**config.mk**
```make
export PLATFORM = sky130hd
export DESIGN_NAME = arpp_top
export DESIGN_NICKNAME = d
export VERILOG_FILES = /design/src/hw/arpp_pkg.sv /design/src/hw/arpp_top.sv
export SDC_FILE = /design/constraint.sdc
export NUM_CORES = 2
export LEC_CHECK = 0
export BUFFER_PORTS_ARGS = -buffer_cell sky130_fd_sc_hd__buf_2
export CORE_MARGIN = 2
export CORE_UTILIZATION = 40
export DETAILED_ROUTE_END_ITERATION = 16
export GPL_TIMING_DRIVEN = 1
export PLACE_DENSITY_LB_ADDON = 0.12
export SLEW_MARGIN = 10
export SYNTH_ARGS = -nofsm -noshare
export SYNTH_HDL_FRONTEND = slang
export SYNTH_SLANG_ARGS = --single-unit
```
**constraint.sdc**
```tcl
create_clock -name i_clk -period 42.5 [get_ports i_clk]
set_clock_uncertainty 0.2 [all_clocks]
set_input_delay 4.25 -clock i_clk [delete_from_list [all_inputs] [get_ports i_clk]]
set_output_delay 4.25 -clock i_clk [all_outputs]
set_load 0.005 [all_outputs]
```
**src/hw/arpp_pkg.sv**
```systemverilog
// shared constants and types for the result post-processing path
// assumes one 100 MHz clock domain and a synchronous active-low reset
package arpp_pkg;
   // geometry
   localparam int CH = 8; // analog channels
   localparam int CH_W = 3; // channel index width
   localparam int SMP_W = 16; // raw conversion width
   localparam int RES_W = 19; // widest averaged result
   localparam int ACC_W = 23; // 64 unsigned samples plus sign room
   localparam int MATH_W = 40; // correction arithmetic width
   localparam int GAIN_W = 16; // gain and offset word width
   localparam int GAIN_FRAC = 15; // gain word fraction bits
   localparam int OFFS_TOP = 3; // offset msb sits this far below result msb
   localparam int LIM_W = 12; // limit field width
   localparam int LIM_SHIFT = 4; // limit lsb position at ratio 1
   localparam int HYST_W = 8; // hysteresis field width
   localparam int FIFO_DEPTH_DEF = 8; // sample buffer depth
   // register port
   localparam int REG_ADDR_W = 7;
   localparam int REG_DATA_W = 16;
   localparam int REG_GLOBAL_BIT = 6; // set: global register, clear: channel
   localparam logic [2:0] RCH_CONFIG = 3'h0;
   localparam logic [2:0] RCH_GAIN = 3'h1;
   localparam logic [2:0] RCH_OFFSET = 3'h2;
   localparam logic [2:0] RCH_HIGH = 3'h3;
   localparam logic [2:0] RCH_LOW = 3'h4;
   localparam logic [2:0] RCH_HYST = 3'h5;
   localparam logic [REG_ADDR_W-1:0] REG_SETUP = 7'h40;
   localparam logic [REG_ADDR_W-1:0] REG_ALERT_A = 7'h41;
   localparam logic [REG_ADDR_W-1:0] REG_ALERT_B = 7'h42;
   localparam logic [REG_ADDR_W-1:0] REG_STATUS = 7'h43;
   // setup register fields
   localparam int SETUP_SEQ_LSB = 0; // two bits
   localparam int SETUP_ALERT_MODE_BIT = 2;
   localparam int SETUP_BUSY_EN_BIT = 3;
   localparam int SETUP_AUTO_BIT = 4;
   // sequencer mode codes
   localparam logic [1:0] SEQ_STD = 2'h0;
   localparam logic [1:0] SEQ_ADV = 2'h1;
   localparam logic [1:0] SEQ_CMD2 = 2'h2;
   localparam logic [1:0] SEQ_CMD1 = 2'h3;
   // reset values
   localparam logic [GAIN_W-1:0] GAIN_RST = 16'h8000;
   localparam logic [GAIN_W-1:0] OFFSET_RST = 16'h0000;
   localparam logic [LIM_W-1:0] HIGH_RST = 12'hfff;
   localparam logic [LIM_W-1:0] LOW_RST = 12'h000;
   // timing
   localparam int CLK_PERIOD_NS = 10;
   localparam int AUTO_PERIOD_NS = 1000; // internal trigger period
   localparam int AUTO_PERIOD_CYC = AUTO_PERIOD_NS / CLK_PERIOD_NS;
   // channel config word: bit3 bipolar, bit2 check enable, 1:0 ratio code
   typedef struct packed {
      logic bipolar;
      logic limit_check_enable;
      logic [1:0] averaging_ratio_field; // 0:1 1:4 2:16 3:64
   } arpp_cfg_t;
   typedef enum logic {ARPP_IDLE, ARPP_ACCUM} arpp_phase_t;
endpackage

```
**src/hw/arpp_top.sv**
```systemverilog
// sample buffer and per-channel averaging, correction and limit checks
// assumes samples, register accesses and result sink share i_clk
`timescale 1ns/1ps
`default_nettype none

// plain valid/ready fifo, all state in one registered struct
module arpp_fifo #(
   parameter int W = 19,
   parameter int DEPTH = 8
) (
   // clock and reset
   input wire logic i_clk,
   input wire logic i_nrst,
   // filling side
   input wire logic i_in_valid,
   output logic o_in_ready,
   input wire logic [W-1:0] i_in_data,
   // draining side
   output logic o_out_valid,
   input wire logic i_out_ready,
   output logic [W-1:0] o_out_data
);
   localparam int PTR_W = (DEPTH > 1) ? $clog2(DEPTH) : 1;
   localparam int CNT_W = $clog2(DEPTH + 1);
   typedef struct packed {
      logic [DEPTH-1:0][W-1:0] mem; // storage words
      logic [PTR_W-1:0] wr; // write index
      logic [PTR_W-1:0] rd; // read index
      logic [CNT_W-1:0] cnt; // words held
      logic ready; // not full
      logic valid; // not empty
   } arpp_fifo_t;
   arpp_fifo_t s, next_s;
   logic push, pop;

   // pointer and count update; full and empty kept as flops
   always_comb begin
      next_s = s;
      push = i_in_valid & s.ready;
      pop = s.valid & i_out_ready;
      if (push) begin
         next_s.mem[s.wr] = i_in_data;
         next_s.wr = (s.wr == PTR_W'(DEPTH - 1)) ? '0 : s.wr + 1'h1;
      end
      if (pop) begin
         next_s.rd = (s.rd == PTR_W'(DEPTH - 1)) ? '0 : s.rd + 1'h1;
      end
      if (push && !pop) begin
         next_s.cnt = s.cnt + 1'h1;
      end else if (pop && !push) begin
         next_s.cnt = s.cnt - 1'h1;
      end
      next_s.ready = (next_s.cnt != CNT_W'(DEPTH));
      next_s.valid = (next_s.cnt != '0);
   end

   // state register with synchronous reset to empty
   always_ff @(posedge i_clk) begin
      if (!i_nrst) begin
         s <= '0;
         s.ready <= 1'h1;
      end else begin
         s <= next_s;
      end
   end

   assign o_in_ready = s.ready;
   assign o_out_valid = s.valid;
   assign o_out_data = s.mem[s.rd];
endmodule

module arpp_top import arpp_pkg::*; #(
   parameter int FIFO_DEPTH = FIFO_DEPTH_DEF,
   parameter int AUTO_CYC = AUTO_PERIOD_CYC
) (
   // clock and reset
   input wire logic i_clk,
   input wire logic i_nrst,
   // conversions from the core
   input wire logic i_smp_valid,
   output logic o_smp_ready,
   input wire logic [CH_W-1:0] i_smp_chan,
   input wire logic [SMP_W-1:0] i_smp_data,
   // internal trigger and multiplexer hold
   output logic o_convert_trigger,
   output logic o_mux_lock,
   output logic [CH_W-1:0] o_mux_chan,
   // corrected results
   output logic o_res_valid,
   input wire logic i_res_ready,
   output logic [CH_W-1:0] o_res_chan,
   output logic [RES_W-1:0] o_res_data,
   output logic [1:0] o_res_ratio,
   // indicators
   output logic o_busy,
   output logic o_any_limit_alert,
   // register port from the serial interface
   input wire logic i_reg_cfg_mode,
   input wire logic i_reg_wr,
   input wire logic i_reg_rd,
   input wire logic [REG_ADDR_W-1:0] i_reg_addr,
   input wire logic [REG_DATA_W-1:0] i_reg_wdata,
   output logic [REG_DATA_W-1:0] o_reg_rdata,
   output logic o_reg_rvalid
);
   typedef struct packed {
      arpp_cfg_t [CH-1:0] cfg; // channel_config_reg
      logic [CH-1:0][GAIN_W-1:0] gain; // channel_gain_word
      logic [CH-1:0][GAIN_W-1:0] offs; // channel_offset_word
      logic [CH-1:0][LIM_W-1:0] hi_lim; // channel_high_limit
      logic [CH-1:0][LIM_W-1:0] lo_lim; // channel_low_limit
      logic [CH-1:0][HYST_W-1:0] hyst; // channel_hysteresis
      logic [1:0] seq_mode; // sequencer selection
      logic alert_mode; // 1: flags clear on read only
      logic busy_en; // busy indicator enable
      logic auto_en; // autonomous conversion
      logic [CH-1:0] hi_flag; // high_limit_flag per channel
      logic [CH-1:0] lo_flag; // low_limit_flag per channel
      logic any_alert; // any_limit_alert
      arpp_phase_t phase; // averaging state
      logic [CH_W-1:0] lock_chan; // channel held by the mux
      logic [1:0] lock_ratio; // ratio code latched at lock
      logic [5:0] cnt; // conversions taken so far
      logic [ACC_W-1:0] acc; // running sum
      logic res_valid;
      logic [CH_W-1:0] res_chan;
      logic [RES_W-1:0] res_data;
      logic [1:0] res_ratio;
      logic busy;
      logic [15:0] trig_cnt; // cycles to next trigger
      logic trig;
      logic [REG_DATA_W-1:0] rdata;
      logic rvalid;
   } arpp_state_t;

   // reset image: unity gain, widest upper limit, everything else zero
   function automatic arpp_state_t fn_rst();
      arpp_state_t r;
      r = '0;
      for (int i = 0; i < CH; i++) begin
         r.gain[i] = GAIN_RST;
         r.offs[i] = OFFSET_RST;
         r.hi_lim[i] = HIGH_RST;
         r.lo_lim[i] = LOW_RST;
      end
      r.alert_mode = 1'h0; // hysteresis clearing by default
      return r;
   endfunction
   localparam arpp_state_t ARPP_RST = fn_rst();

   // offset, gain and clamp on one averaged sum
   function automatic logic signed [MATH_W-1:0] fn_correct(
      input logic [ACC_W-1:0] acc,
      input logic [1:0] k,
      input logic bip,
      input logic [GAIN_W-1:0] gain,
      input logic [GAIN_W-1:0] offs
   );
      logic signed [MATH_W-1:0] one, avg, b, prod, top, bot;
      one = 40'sh1;
      // keep one extra bit per factor four
      avg = $signed({{(MATH_W - ACC_W){acc[ACC_W-1]}}, acc}) >>> k;
      // offset msb lines up with result msb minus three
      b = $signed({{(MATH_W - GAIN_W){offs[GAIN_W-1]}}, offs})
         >>> (2'(OFFS_TOP) - k);
      // correction is never bypassed
      prod = ((avg + b) * $signed({{(MATH_W - GAIN_W){1'h0}}, gain}))
         >>> GAIN_FRAC;
      top = bip ? (one <<< (SMP_W - 1 + k)) - one
         : (one <<< (SMP_W + k)) - one;
      bot = bip ? -(one <<< (SMP_W - 1 + k)) : '0;
      // clamp rather than wrap
      if (prod > top) begin
         prod = top;
      end else if (prod < bot) begin
         prod = bot;
      end
      return prod;
   endfunction

   // a 12-bit field scaled to the result's twelve msbs
   function automatic logic signed [MATH_W-1:0] fn_scale(
      input logic [LIM_W-1:0] v,
      input logic sext,
      input logic [1:0] k
   );
      logic signed [MATH_W-1:0] e;
      e = $signed({{(MATH_W - LIM_W){sext & v[LIM_W-1]}}, v});
      return e <<< (LIM_SHIFT + k);
   endfunction

   arpp_state_t s, next_s;
   // fifo draining side
   logic f_valid, f_pop;
   logic [CH_W+SMP_W-1:0] f_data;
   logic [CH_W-1:0] f_chan;
   logic [SMP_W-1:0] f_smp;
   // averaging scratch values
   logic [CH_W-1:0] ch;
   logic [1:0] k;
   logic [ACC_W-1:0] acc0, acc_new;
   logic take, last, bip, td;
   logic signed [MATH_W-1:0] res, up, dn, hy;
   logic [CH-1:0] set_hi, set_lo, clr_hi, clr_lo;
   logic [REG_DATA_W-1:0] rd_mux;
   logic [CH_W-1:0] wch;

   // pop only when the result slot is free or being emptied
   assign f_pop = f_valid & (~s.res_valid | i_res_ready);
   assign f_chan = f_data[CH_W+SMP_W-1:SMP_W];
   assign f_smp = f_data[SMP_W-1:0];

   // buffer absorbs bursts while the result sink stalls
   arpp_fifo #(
      .W(CH_W + SMP_W),
      .DEPTH(FIFO_DEPTH)
   ) u_fifo (
      .i_clk(i_clk),
      .i_nrst(i_nrst),
      .i_in_valid(i_smp_valid),
      .o_in_ready(o_smp_ready),
      .i_in_data({i_smp_chan, i_smp_data}),
      .o_out_valid(f_valid),
      .i_out_ready(f_pop),
      .o_out_data(f_data)
   );

   // register read multiplexer
   always_comb begin
      rd_mux = '0;
      wch = i_reg_addr[5:3];
      if (!i_reg_addr[REG_GLOBAL_BIT]) begin
         unique case (i_reg_addr[2:0])
            RCH_CONFIG: rd_mux = REG_DATA_W'(s.cfg[wch]);
            RCH_GAIN: rd_mux = s.gain[wch];
            RCH_OFFSET: rd_mux = s.offs[wch];
            RCH_HIGH: rd_mux = REG_DATA_W'(s.hi_lim[wch]);
            RCH_LOW: rd_mux = REG_DATA_W'(s.lo_lim[wch]);
            RCH_HYST: rd_mux = REG_DATA_W'(s.hyst[wch]);
            default: rd_mux = '0; // holes read as zero
         endcase
      end else begin
         unique case (i_reg_addr)
            REG_SETUP: rd_mux = REG_DATA_W'({s.auto_en, s.busy_en,
               s.alert_mode, s.seq_mode});
            REG_ALERT_A: rd_mux = REG_DATA_W'(s.hi_flag);
            REG_ALERT_B: rd_mux = REG_DATA_W'(s.lo_flag);
            REG_STATUS: rd_mux = REG_DATA_W'({s.busy, s.any_alert});
            default: rd_mux = '0; // unmapped reads as zero
         endcase
      end
   end

   // next-state logic for registers, trigger, averager and flags
   always_comb begin
      next_s = s;
      next_s.trig = 1'h0;
      next_s.rvalid = 1'h0;
      set_hi = '0;
      set_lo = '0;
      clr_hi = '0;
      clr_lo = '0;
      ch = '0;
      k = '0;
      acc0 = '0;
      acc_new = '0;
      take = 1'h0;
      last = 1'h0;
      bip = 1'h0;
      td = 1'h0;
      res = '0;
      up = '0;
      dn = '0;
      hy = '0;
      // register writes; flag and status words are read-only
      if (i_reg_wr) begin
         if (!i_reg_addr[REG_GLOBAL_BIT]) begin
            unique case (i_reg_addr[2:0])
               RCH_CONFIG: next_s.cfg[wch] = arpp_cfg_t'(i_reg_wdata[3:0]);
               RCH_GAIN: next_s.gain[wch] = i_reg_wdata;
               RCH_OFFSET: next_s.offs[wch] = i_reg_wdata;
               RCH_HIGH: next_s.hi_lim[wch] = i_reg_wdata[LIM_W-1:0];
               RCH_LOW: next_s.lo_lim[wch] = i_reg_wdata[LIM_W-1:0];
               RCH_HYST: next_s.hyst[wch] = i_reg_wdata[HYST_W-1:0];
               default: ; // holes ignore writes
            endcase
         end else if (i_reg_addr == REG_SETUP) begin
            next_s.seq_mode = i_reg_wdata[SETUP_SEQ_LSB+:2];
            next_s.alert_mode = i_reg_wdata[SETUP_ALERT_MODE_BIT];
            next_s.busy_en = i_reg_wdata[SETUP_BUSY_EN_BIT];
            next_s.auto_en = i_reg_wdata[SETUP_AUTO_BIT];
         end
      end
      // reads answer next cycle; outside config mode they give zero
      if (i_reg_rd) begin
         next_s.rvalid = 1'h1;
         next_s.rdata = '0;
         if (i_reg_cfg_mode) begin
            next_s.rdata = rd_mux;
            if (i_reg_addr == REG_ALERT_A) begin
               clr_hi = '1; // read clears
            end
            if (i_reg_addr == REG_ALERT_B) begin
               clr_lo = '1;
            end
         end
      end
      // free-running internal trigger in autonomous mode
      if (s.auto_en) begin
         if (s.trig_cnt == '0) begin
            next_s.trig = 1'h1;
            next_s.trig_cnt = 16'(AUTO_CYC - 1);
         end else begin
            next_s.trig_cnt = s.trig_cnt - 16'h1;
         end
      end else begin
         next_s.trig_cnt = '0;
      end
      // result leaves when the sink takes it
      if (s.res_valid && i_res_ready) begin
         next_s.res_valid = 1'h0;
      end
      // averaging: same path whatever made the trigger
      if (f_pop) begin
         if (s.phase == ARPP_IDLE) begin
            ch = f_chan;
            // standard sequencer shares channel zero ratio
            // others use the channel's own ratio
            k = (s.seq_mode == SEQ_STD) ?
               s.cfg[0].averaging_ratio_field :
               s.cfg[f_chan].averaging_ratio_field;
            acc0 = '0;
            take = 1'h1;
         end else begin
            ch = s.lock_chan;
            k = s.lock_ratio;
            acc0 = s.acc;
            // stray channels are dropped while locked
            take = (f_chan == s.lock_chan);
         end
         bip = s.cfg[ch].bipolar;
         acc_new = acc0 + (bip ?
            {{(ACC_W - SMP_W){f_smp[SMP_W-1]}}, f_smp} :
            {{(ACC_W - SMP_W){1'h0}}, f_smp});
         // ratio 1 finishes at once, else after 4^k samples
         last = (k == 2'h0) || (s.cnt == 6'((1 << (2 * k)) - 1));
         if (take && !last) begin
            next_s.phase = ARPP_ACCUM; // hold the mux
            next_s.lock_chan = ch;
            next_s.lock_ratio = k;
            next_s.cnt = s.cnt + 6'h1;
            next_s.acc = acc_new;
         end else if (take) begin
            next_s.phase = ARPP_IDLE;
            next_s.cnt = '0;
            next_s.acc = '0;
            res = fn_correct(acc_new, k, bip, s.gain[ch], s.offs[ch]);
            next_s.res_valid = 1'h1;
            next_s.res_chan = ch;
            next_s.res_data = res[RES_W-1:0];
            next_s.res_ratio = k;
            // enable from channel zero under standard sequencer
            td = (s.seq_mode == SEQ_STD) ?
               s.cfg[0].limit_check_enable :
               s.cfg[ch].limit_check_enable;
            up = fn_scale(s.hi_lim[ch], bip, k);
            dn = fn_scale(s.lo_lim[ch], bip, k);
            hy = fn_scale({{(LIM_W - HYST_W){1'h0}}, s.hyst[ch]},
               1'h0, k);
            // compared only against the averaged result
            if (td) begin
               set_hi[ch] = (res >= up);
               set_lo[ch] = (res <= dn);
               if (!s.alert_mode) begin
                  // hysteresis release
                  clr_hi[ch] = clr_hi[ch] | (res < up - hy);
                  clr_lo[ch] = clr_lo[ch] | (res > dn + hy);
               end
            end
         end
      end
      // a new hit wins over a clear in the same cycle
      next_s.hi_flag = (s.hi_flag & ~clr_hi) | set_hi;
      next_s.lo_flag = (s.lo_flag & ~clr_lo) | set_lo;
      next_s.any_alert = |{next_s.hi_flag, next_s.lo_flag};
      // busy rises with pending conversions, falls with the result
      next_s.busy = s.busy_en &
         ((next_s.phase == ARPP_ACCUM) | (f_valid & ~f_pop));
   end

   // one register for the whole state, synchronous reset
   always_ff @(posedge i_clk) begin
      if (!i_nrst) begin
         s <= ARPP_RST;
      end else begin
         s <= next_s;
      end
   end

   // every output is a flop of the state
   assign o_convert_trigger = s.trig;
   assign o_mux_lock = (s.phase == ARPP_ACCUM);
   assign o_mux_chan = s.lock_chan;
   assign o_res_valid = s.res_valid;
   assign o_res_chan = s.res_chan;
   assign o_res_data = s.res_data;
   assign o_res_ratio = s.res_ratio;
   assign o_busy = s.busy;
   assign o_any_limit_alert = s.any_alert;
   assign o_reg_rdata = s.rdata;
   assign o_reg_rvalid = s.rvalid;
endmodule

`default_nettype wire

```
=== Word level (Yosys, flattened, before mapping) ===
Cells that the tools add are included.

* Output and inout port bits: 50
* Register bits: 825
* Word-level logic and storage cells: 324
* Input port bits: 49

* Shift-type cells: 9
* Magnitude comparators: 14
* $mul: 1
* $add $sub $neg: 18
* Bitwise logic cells: 25
* Reductions and logical operators: 30
* Multiplexer cells: 114
* Eq/ne operators: 14

{| class="wikitable"
|+ Operators by type and width
! operator !! count
|-
| $mux 40 || 7
|-
| $bwmux 128 || 2
|-
| $mux 8 || 27
|-
| $bmux 16 s3 || 4
|-
| $bwmux 96 || 2
|-
| $bwmux 152 || 1
|-
| $bmux 12 s3 || 4
|-
| $mux 16 || 7
|-
| $pmux 16 s6 || 1
|-
| $add 40x40->40 || 2
|-
| $sshl 13x4->40 || 2
|-
| $sub 40x2->40 const B || 2
|-
| $mux 23 || 3
|-
| $bwmux 64 || 1
|-
| $mux 12 || 5
|-
| $mux 60 || 1
|-
| $bmux 19 s3 || 1
|-
| $demux 19 s3 || 1
|-
| $mux 54 || 1
|-
| $bmux 8 s3 || 2
|-
| $demux 16 s3 || 1
|-
| $ge 40x40->1 || 1
|-
| $gt 25x40->1 || 1
|-
| $gt 40x40->1 || 1
|-
| 69 further kinds || 145
|}

=== Longest topological paths before layout ===
* Depth after elaboration: 29
* Gate-level depth with buffers: 103
* Mapped depth without buffers: 95

=== Hierarchy ===
A second synthesis with hierarchy kept.

* Cells, all modules: 8322
* Area total of the unflattened synthesis: 64386.8 um^2

{| class="wikitable"
|+ Modules (own cells, without submodules)
! module !! instances !! cells each !! area an instance (um^2) !! sequential area each (um^2)
|-
| arpp_top || 1 || 7497 || 56784.5 || 13232.7
|-
| arpp_fifo || 1 || 825 || 7602.3 || 3283.1
|}

=== Worst setup path after synthesis ===
No wires, ideal clock.

* Path type: register to register
* From: reg u_fifo.s[6] (netlist bit)
* To: reg s, in the netlist o_any_limit_alert
* Setup time: 125 ps
* Required time: 42175 ps
* Buffers on the path: 8
* Arrival time: 19631 ps
* Setup slack: 22544 ps
* Period minus slack after synthesis: 19956 ps
* Stages on the path, launching flop included: 102
* Cell sequence: dfxtp_1 -> buf_6 -> buf_6 -> buf_6 -> buf_1 -> clkbuf_1 -> mux4_2 -> mux2_2 -> ha_1 -> inv_1 -> fa_1 -> nor2b_1 -> o21ai_0 -> a21boi_0 -> o21ai_0 -> a21boi_0 -> o21ai_0 -> a21boi_0 -> (+66 left out) -> a21oi_1 -> nor2b_1 -> o21ai_0 -> nand2b_1 -> a21oi_1 -> nor2b_1 -> o21ai_0 -> nand2b_1 -> a221oi_1 -> o21ai_0 -> a21oi_1 -> nor2b_1 -> a211oi_1 -> o31ai_2 -> o211a_1 -> nor2_1 -> o211ai_1 -> o41a_1

* Cells in the longest elaborated chain, start to end: 29
* Elaborated cells between the ends (all ways): 108
* Classes of those cells: add/sub: 12; mul: 1; order compare: 8; eq/ne: 2; shift: 9; mux: 58; bitwise: 12; reduce/logical: 6

{| class="wikitable"
|+ RTL lines
! what !! line !! RTL
|-
| start, declared || arpp_top.sv:33 || <nowiki>arpp_fifo_t s, next_s;</nowiki>
|-
| start signal, assigned || arpp_top.sv:63 || <nowiki>s <= next_s;</nowiki>
|-
| $bmux 19 s3 (*) || arpp_top.sv:69 || <nowiki>assign o_out_data = s.mem[s.rd];</nowiki>
|-
| $mux 19 (implied by the code) (*) || arpp_top.sv:69 ||
|-
| $mux 3 / $bmux 4 s3 (equally long branches) || arpp_top.sv:325, arpp_top.sv:331 ||
|-
| $mux 3 / $mux 2 (equally long branches) || arpp_top.sv:324, arpp_top.sv:331 ||
|-
| $bmux 4 s3 / $mux 2 (equally long branches) || arpp_top.sv:341, arpp_top.sv:365, arpp_top.sv:329 ||
|-
| $mux 4 (implied by the code) / $mux 2 (equally long branches) || arpp_top.sv:365, arpp_top.sv:325 ||
|-
| $mux 23 / $mux 2 (equally long branches) || arpp_top.sv:342, arpp_top.sv:324 ||
|-
| $add 23x23->23, or another cell as far along || arpp_top.sv:342 || <nowiki>acc_new = acc0 + (bip ?</nowiki>
|-
| (+13 left out) || -- ||
|-
| $mux 8 || arpp_top.sv:371 || <nowiki>if (td) begin</nowiki>
|-
| $mux 8 || arpp_top.sv:353 || <nowiki>end else if (take) begin</nowiki>
|-
| $mux 8 || arpp_top.sv:347 || <nowiki>if (take && !last) begin</nowiki>
|-
| $mux 8 || arpp_top.sv:324 || <nowiki>if (f_pop) begin</nowiki>
|-
| $not 8->8 (on tied branches) || arpp_top.sv:384, arpp_top.sv:383 ||
|-
| $and 8x8->8 (on tied branches) || arpp_top.sv:384, arpp_top.sv:383 ||
|-
| $or 8x8->8 (on tied branches) || arpp_top.sv:384, arpp_top.sv:383 ||
|-
| $reduce_or 16->1 (*) || arpp_top.sv:385 || <nowiki>next_s.any_alert = |{next_s.hi_flag, next_s.lo_flag};</nowiki>
|-
| end signal, assigned || arpp_top.sv:396 || <nowiki>s <= next_s;</nowiki>
|-
| end, declared || arpp_top.sv:192 || <nowiki>arpp_state_t s, next_s;</nowiki>
|}

Mark *: on every way between the ends. The rest lies on a longest branch, timed or not. The select of a mux whose other input is x is not followed.
A chain may end at the register's enable or synchronous reset.

=== Final worst setup path ===
* From: reg u_fifo.s[7] (netlist bit)
* To: reg s, in the netlist o_any_limit_alert

Same word-level chain as after synthesis.

==> results.py <==
metrics = {
    "clocking": {
        "clk_pin_slew_ns": 0.06,
        "cts_tree": "yes",
        "clock-sinks": 825,
        "clk_latency_ns": 0.76,
        "cts_root_buf": "clkbuf_16",
        "htreeDepth": 3,
        "cts_hold_buf": 0,
        "cts_setup_buffers": 0,
        "cts_inserted_buffers": 95,
        "ctsResizeCount": 0,
        "clk_path_buf_depth": 3,
    },
    "yosys": {
        "yosysSeqAreaShare_pct": 26.01,
        "synth_common_cells": "nand2_1 (1876), dfxtp_1 (825), a21oi_1 (822)",
        "synth_edf_count": 0,
        "synthArstFlopShare_pct": 0,
        "synth-seq-cells": 825,
        "syn_area_um2": 63500,
        "synth-main-ff-cell": "dfxtp_1",
        "avgSynthCellArea_um2": 7.783,
        "netlist.area_leader.share_pct": 26.01,
        "yosysTopAreaCell": "dfxtp_1",
        "yosysMostFrequentCell": "nand2_1",
        "yosys-top-cells-area": "dfxtp_1 (26%), fa_1 (13%), nand2_1 (11%)",
        "syn_inst": 8159,
        "synth_warnings": 0,
        "ys_types": 109,
    },
    "setup_path": {
        "crit_required_ns": 42.96,
        "ff2ff_setup_slack_ns": 19.90,
        "crit_fanout": 33,
        "cp_common_cell": "o21ai_0",
        "arrival_ns": 23.05,
        "cpMaxStageDelayCell": "dfxtp_2",
        "cp-start-kind": "register",
        "endpoint_kind": "register",
        "max_stage_delay_ns": 0.73,
        "worstSetupPathType": "register to register",
    },
    "sta": {
        "finalCriticalPeriod_ns": 22.60,
        "setup_viol": 0,
        "worst_pin_slew_ns": 1.278,
        "setup-tns-final_ns": 0,
        "timing.fmax_ghz": 0.04426,
        "relSlewSlack_pct": 14.63,
        "hold_slack_ns": 0.2516,
        "finalHoldViolations": 0,
        "slew_viol_final": 0,
        "fin_crit_sh_pct": 53.17,
        "rsz0062_at_grt": "no",
    },
    "finish": {
        "nFillCells": 15964,
        "final_core_utilization_pct": 43.71,
        "regArea_um2": 16520,
        "multi_input_area_um2": 42420,
        "finish.instance_area_um2": 69060,
        "drive_above_1_share_pct": 7.905,
        "area_delta_synth_final_pct": 8.750,
        "nNetsFinal": 8785,
    },
    "power_and_ir_drop": {
        "leakage_nw": 27.82,
        "power_per_cell_area_nw_per_um2": 44.92,
        "power_mw": 3.102,
        "max-vdd-ir-drop_uv": 39.36,
    },
    "place": {
        "hpwl_mm": 168.0,
        "placed_area_um2": 65580,
        "gp_congestion": 0.9296,
        "io_buffer_count": 98,
    },
    "grt": {
        "grt_overflow": 0,
        "grt_pass1_wl_mm": 373.0,
        "grt_usage_pct": 30.20,
        "antenna_found_initial": 4,
        "grt_start_max_net_pins": 208,
        "grt_pass1_vias": 57689,
    },
    "floorplan": {
        "die_y_um": 402.5,
        "core_um2": 158000,
        "die_area_um2": 162000,
        "die_w_um": 402.5,
        "io_pins": 99,
        "num_rows": 146,
        "start_util_pct": 40.19,
    },
    "detailed_routing": {
        "detail_route.iter0.violations": 6607,
        "drc": 0,
        "final_antenna_net_count": 0,
        "first_pass_iters": 7,
        "drt-wirelength-per-cell_um": 24.74,
        "vias_per_cell": 5.872,
        "wl_mm": 249.8,
        "num_vias": 59271,
    },
    "run_status": {
        "outcome": "finished, final reports clean",
    },
    "min_path": {
        "min_path_type": "register to register",
    },
    "run": {
        "cap_violations": 0,
    },
}
==> state kept, by name (all words and copies together) (netlist names) <==
register,flops
s,612
o_busy,1
o_reg_rdata,16
o_res_ratio,2
o_convert_trigger,1
o_mux_lock,1
o_res_chan,3
o_reg_rvalid,1
o_any_limit_alert,1
u_fifo.o_in_ready,1
o_res_data,19
u_fifo.s,162
o_res_valid,1
o_mux_chan,3
u_fifo.o_out_valid,1
==> per-stage QoR <==
step	instances	setup slack (ns)
after floorplan	8185	22.54
after global placement	9916	20.52
after detailed placement	9916	20.31
after CTS	10091	20.12
after global routing	10092	17.95
final	10094	19.90
==> logic make-up after synthesis <==
| kind of cell | synth area share [%] |
|---|---|
| compound gates | 17.84 |
| xor+xnor | 2.408 |
| fa+ha+maj | 20.67 |
| buf+inv | 7.757 |
| flops | 26.01 |
| mux | 4.599 |
| other cells | 0.01183 |
| simple gates | 20.71 |
==> layout by cell type (no fill, tap or decap), types with 74 or more instances in the layout <==
cell / instances
a21oi_1: 818
a21o_1: 82
ha_1: 377
o22ai_1: 74
xnor2_1: 110
nand3_1: 194
buf_4: 153
buf_2: 97
nand4_1: 81
nor2_1: 576
mux2i_1: 118
dfxtp_1: 822
nand2_1: 1876
a22oi_1: 339
o21ai_0: 120
fa_1: 417
inv_1: 633
clkbuf_16: 95
==> routing by layer <==
metal  routed length (um)  track usage (%)  vias to the layer above  share of wire [%]
met5                   33                0                        -              0.013
met4                10460            11.47                        6                4.2
met3                21830            5.385                      509                8.7
met2               111100            47.62                     2706                 44
met1               106400            41.16                    29068                 43
li1                     -                -                    26982                  -
==> cell type report <==
| cell class | count | share of cell area (%) |
|---|---|---|
| Multi-Input combinational cell | 6130 | 61.42 |
| Sequential cell | 825 | 23.92 |
| Clock buffer | 139 | 4.116 |
| Tap cell | 2072 | 3.754 |
| Inverter | 639 | 3.484 |
| Timing Repair Buffer | 251 | 2.395 |
| Clock inverter | 36 | 0.9041 |
| Antenna cell | 2 | 0.007247 |
==> power breakdown <==
group          internal (mW)  switching (mW)
logic                  0.457           0.927
clock network          0.534           0.376
registers              0.791          0.0164
total                   1.78            1.32
==> worst max-delay path: cells and delay by family (launching register included) <==
| family | cells | cell delay [ns] |
|---|---|---|
| buffers and inverters | 5 | 0.66 |
| adder cells (fa/ha/maj) | 11 | 4.72 |
| multiplexers | 4 | 1.26 |
| AND/OR/NAND/NOR | 18 | 2.92 |
| AO/OA/AOI/OAI | 50 | 10.96 |
| XOR/XNOR | 3 | 0.97 |
| flip-flops | 1 | 0.73 |
==> path summary, 6_finish.rpt <==
kind	startpoint	to	depth (start not counted)
setup reg to reg	u_fifo.s[7]	o_any_limit_alert	91
hold reg to reg	u_fifo.s[121]	u_fifo.s[121]	2
setup / recovery	u_fifo.s[7]	o_any_limit_alert	91
hold / removal	u_fifo.s[121]	u_fifo.s[121]	2
Note: power is estimated with default switching activity, not from simulation.
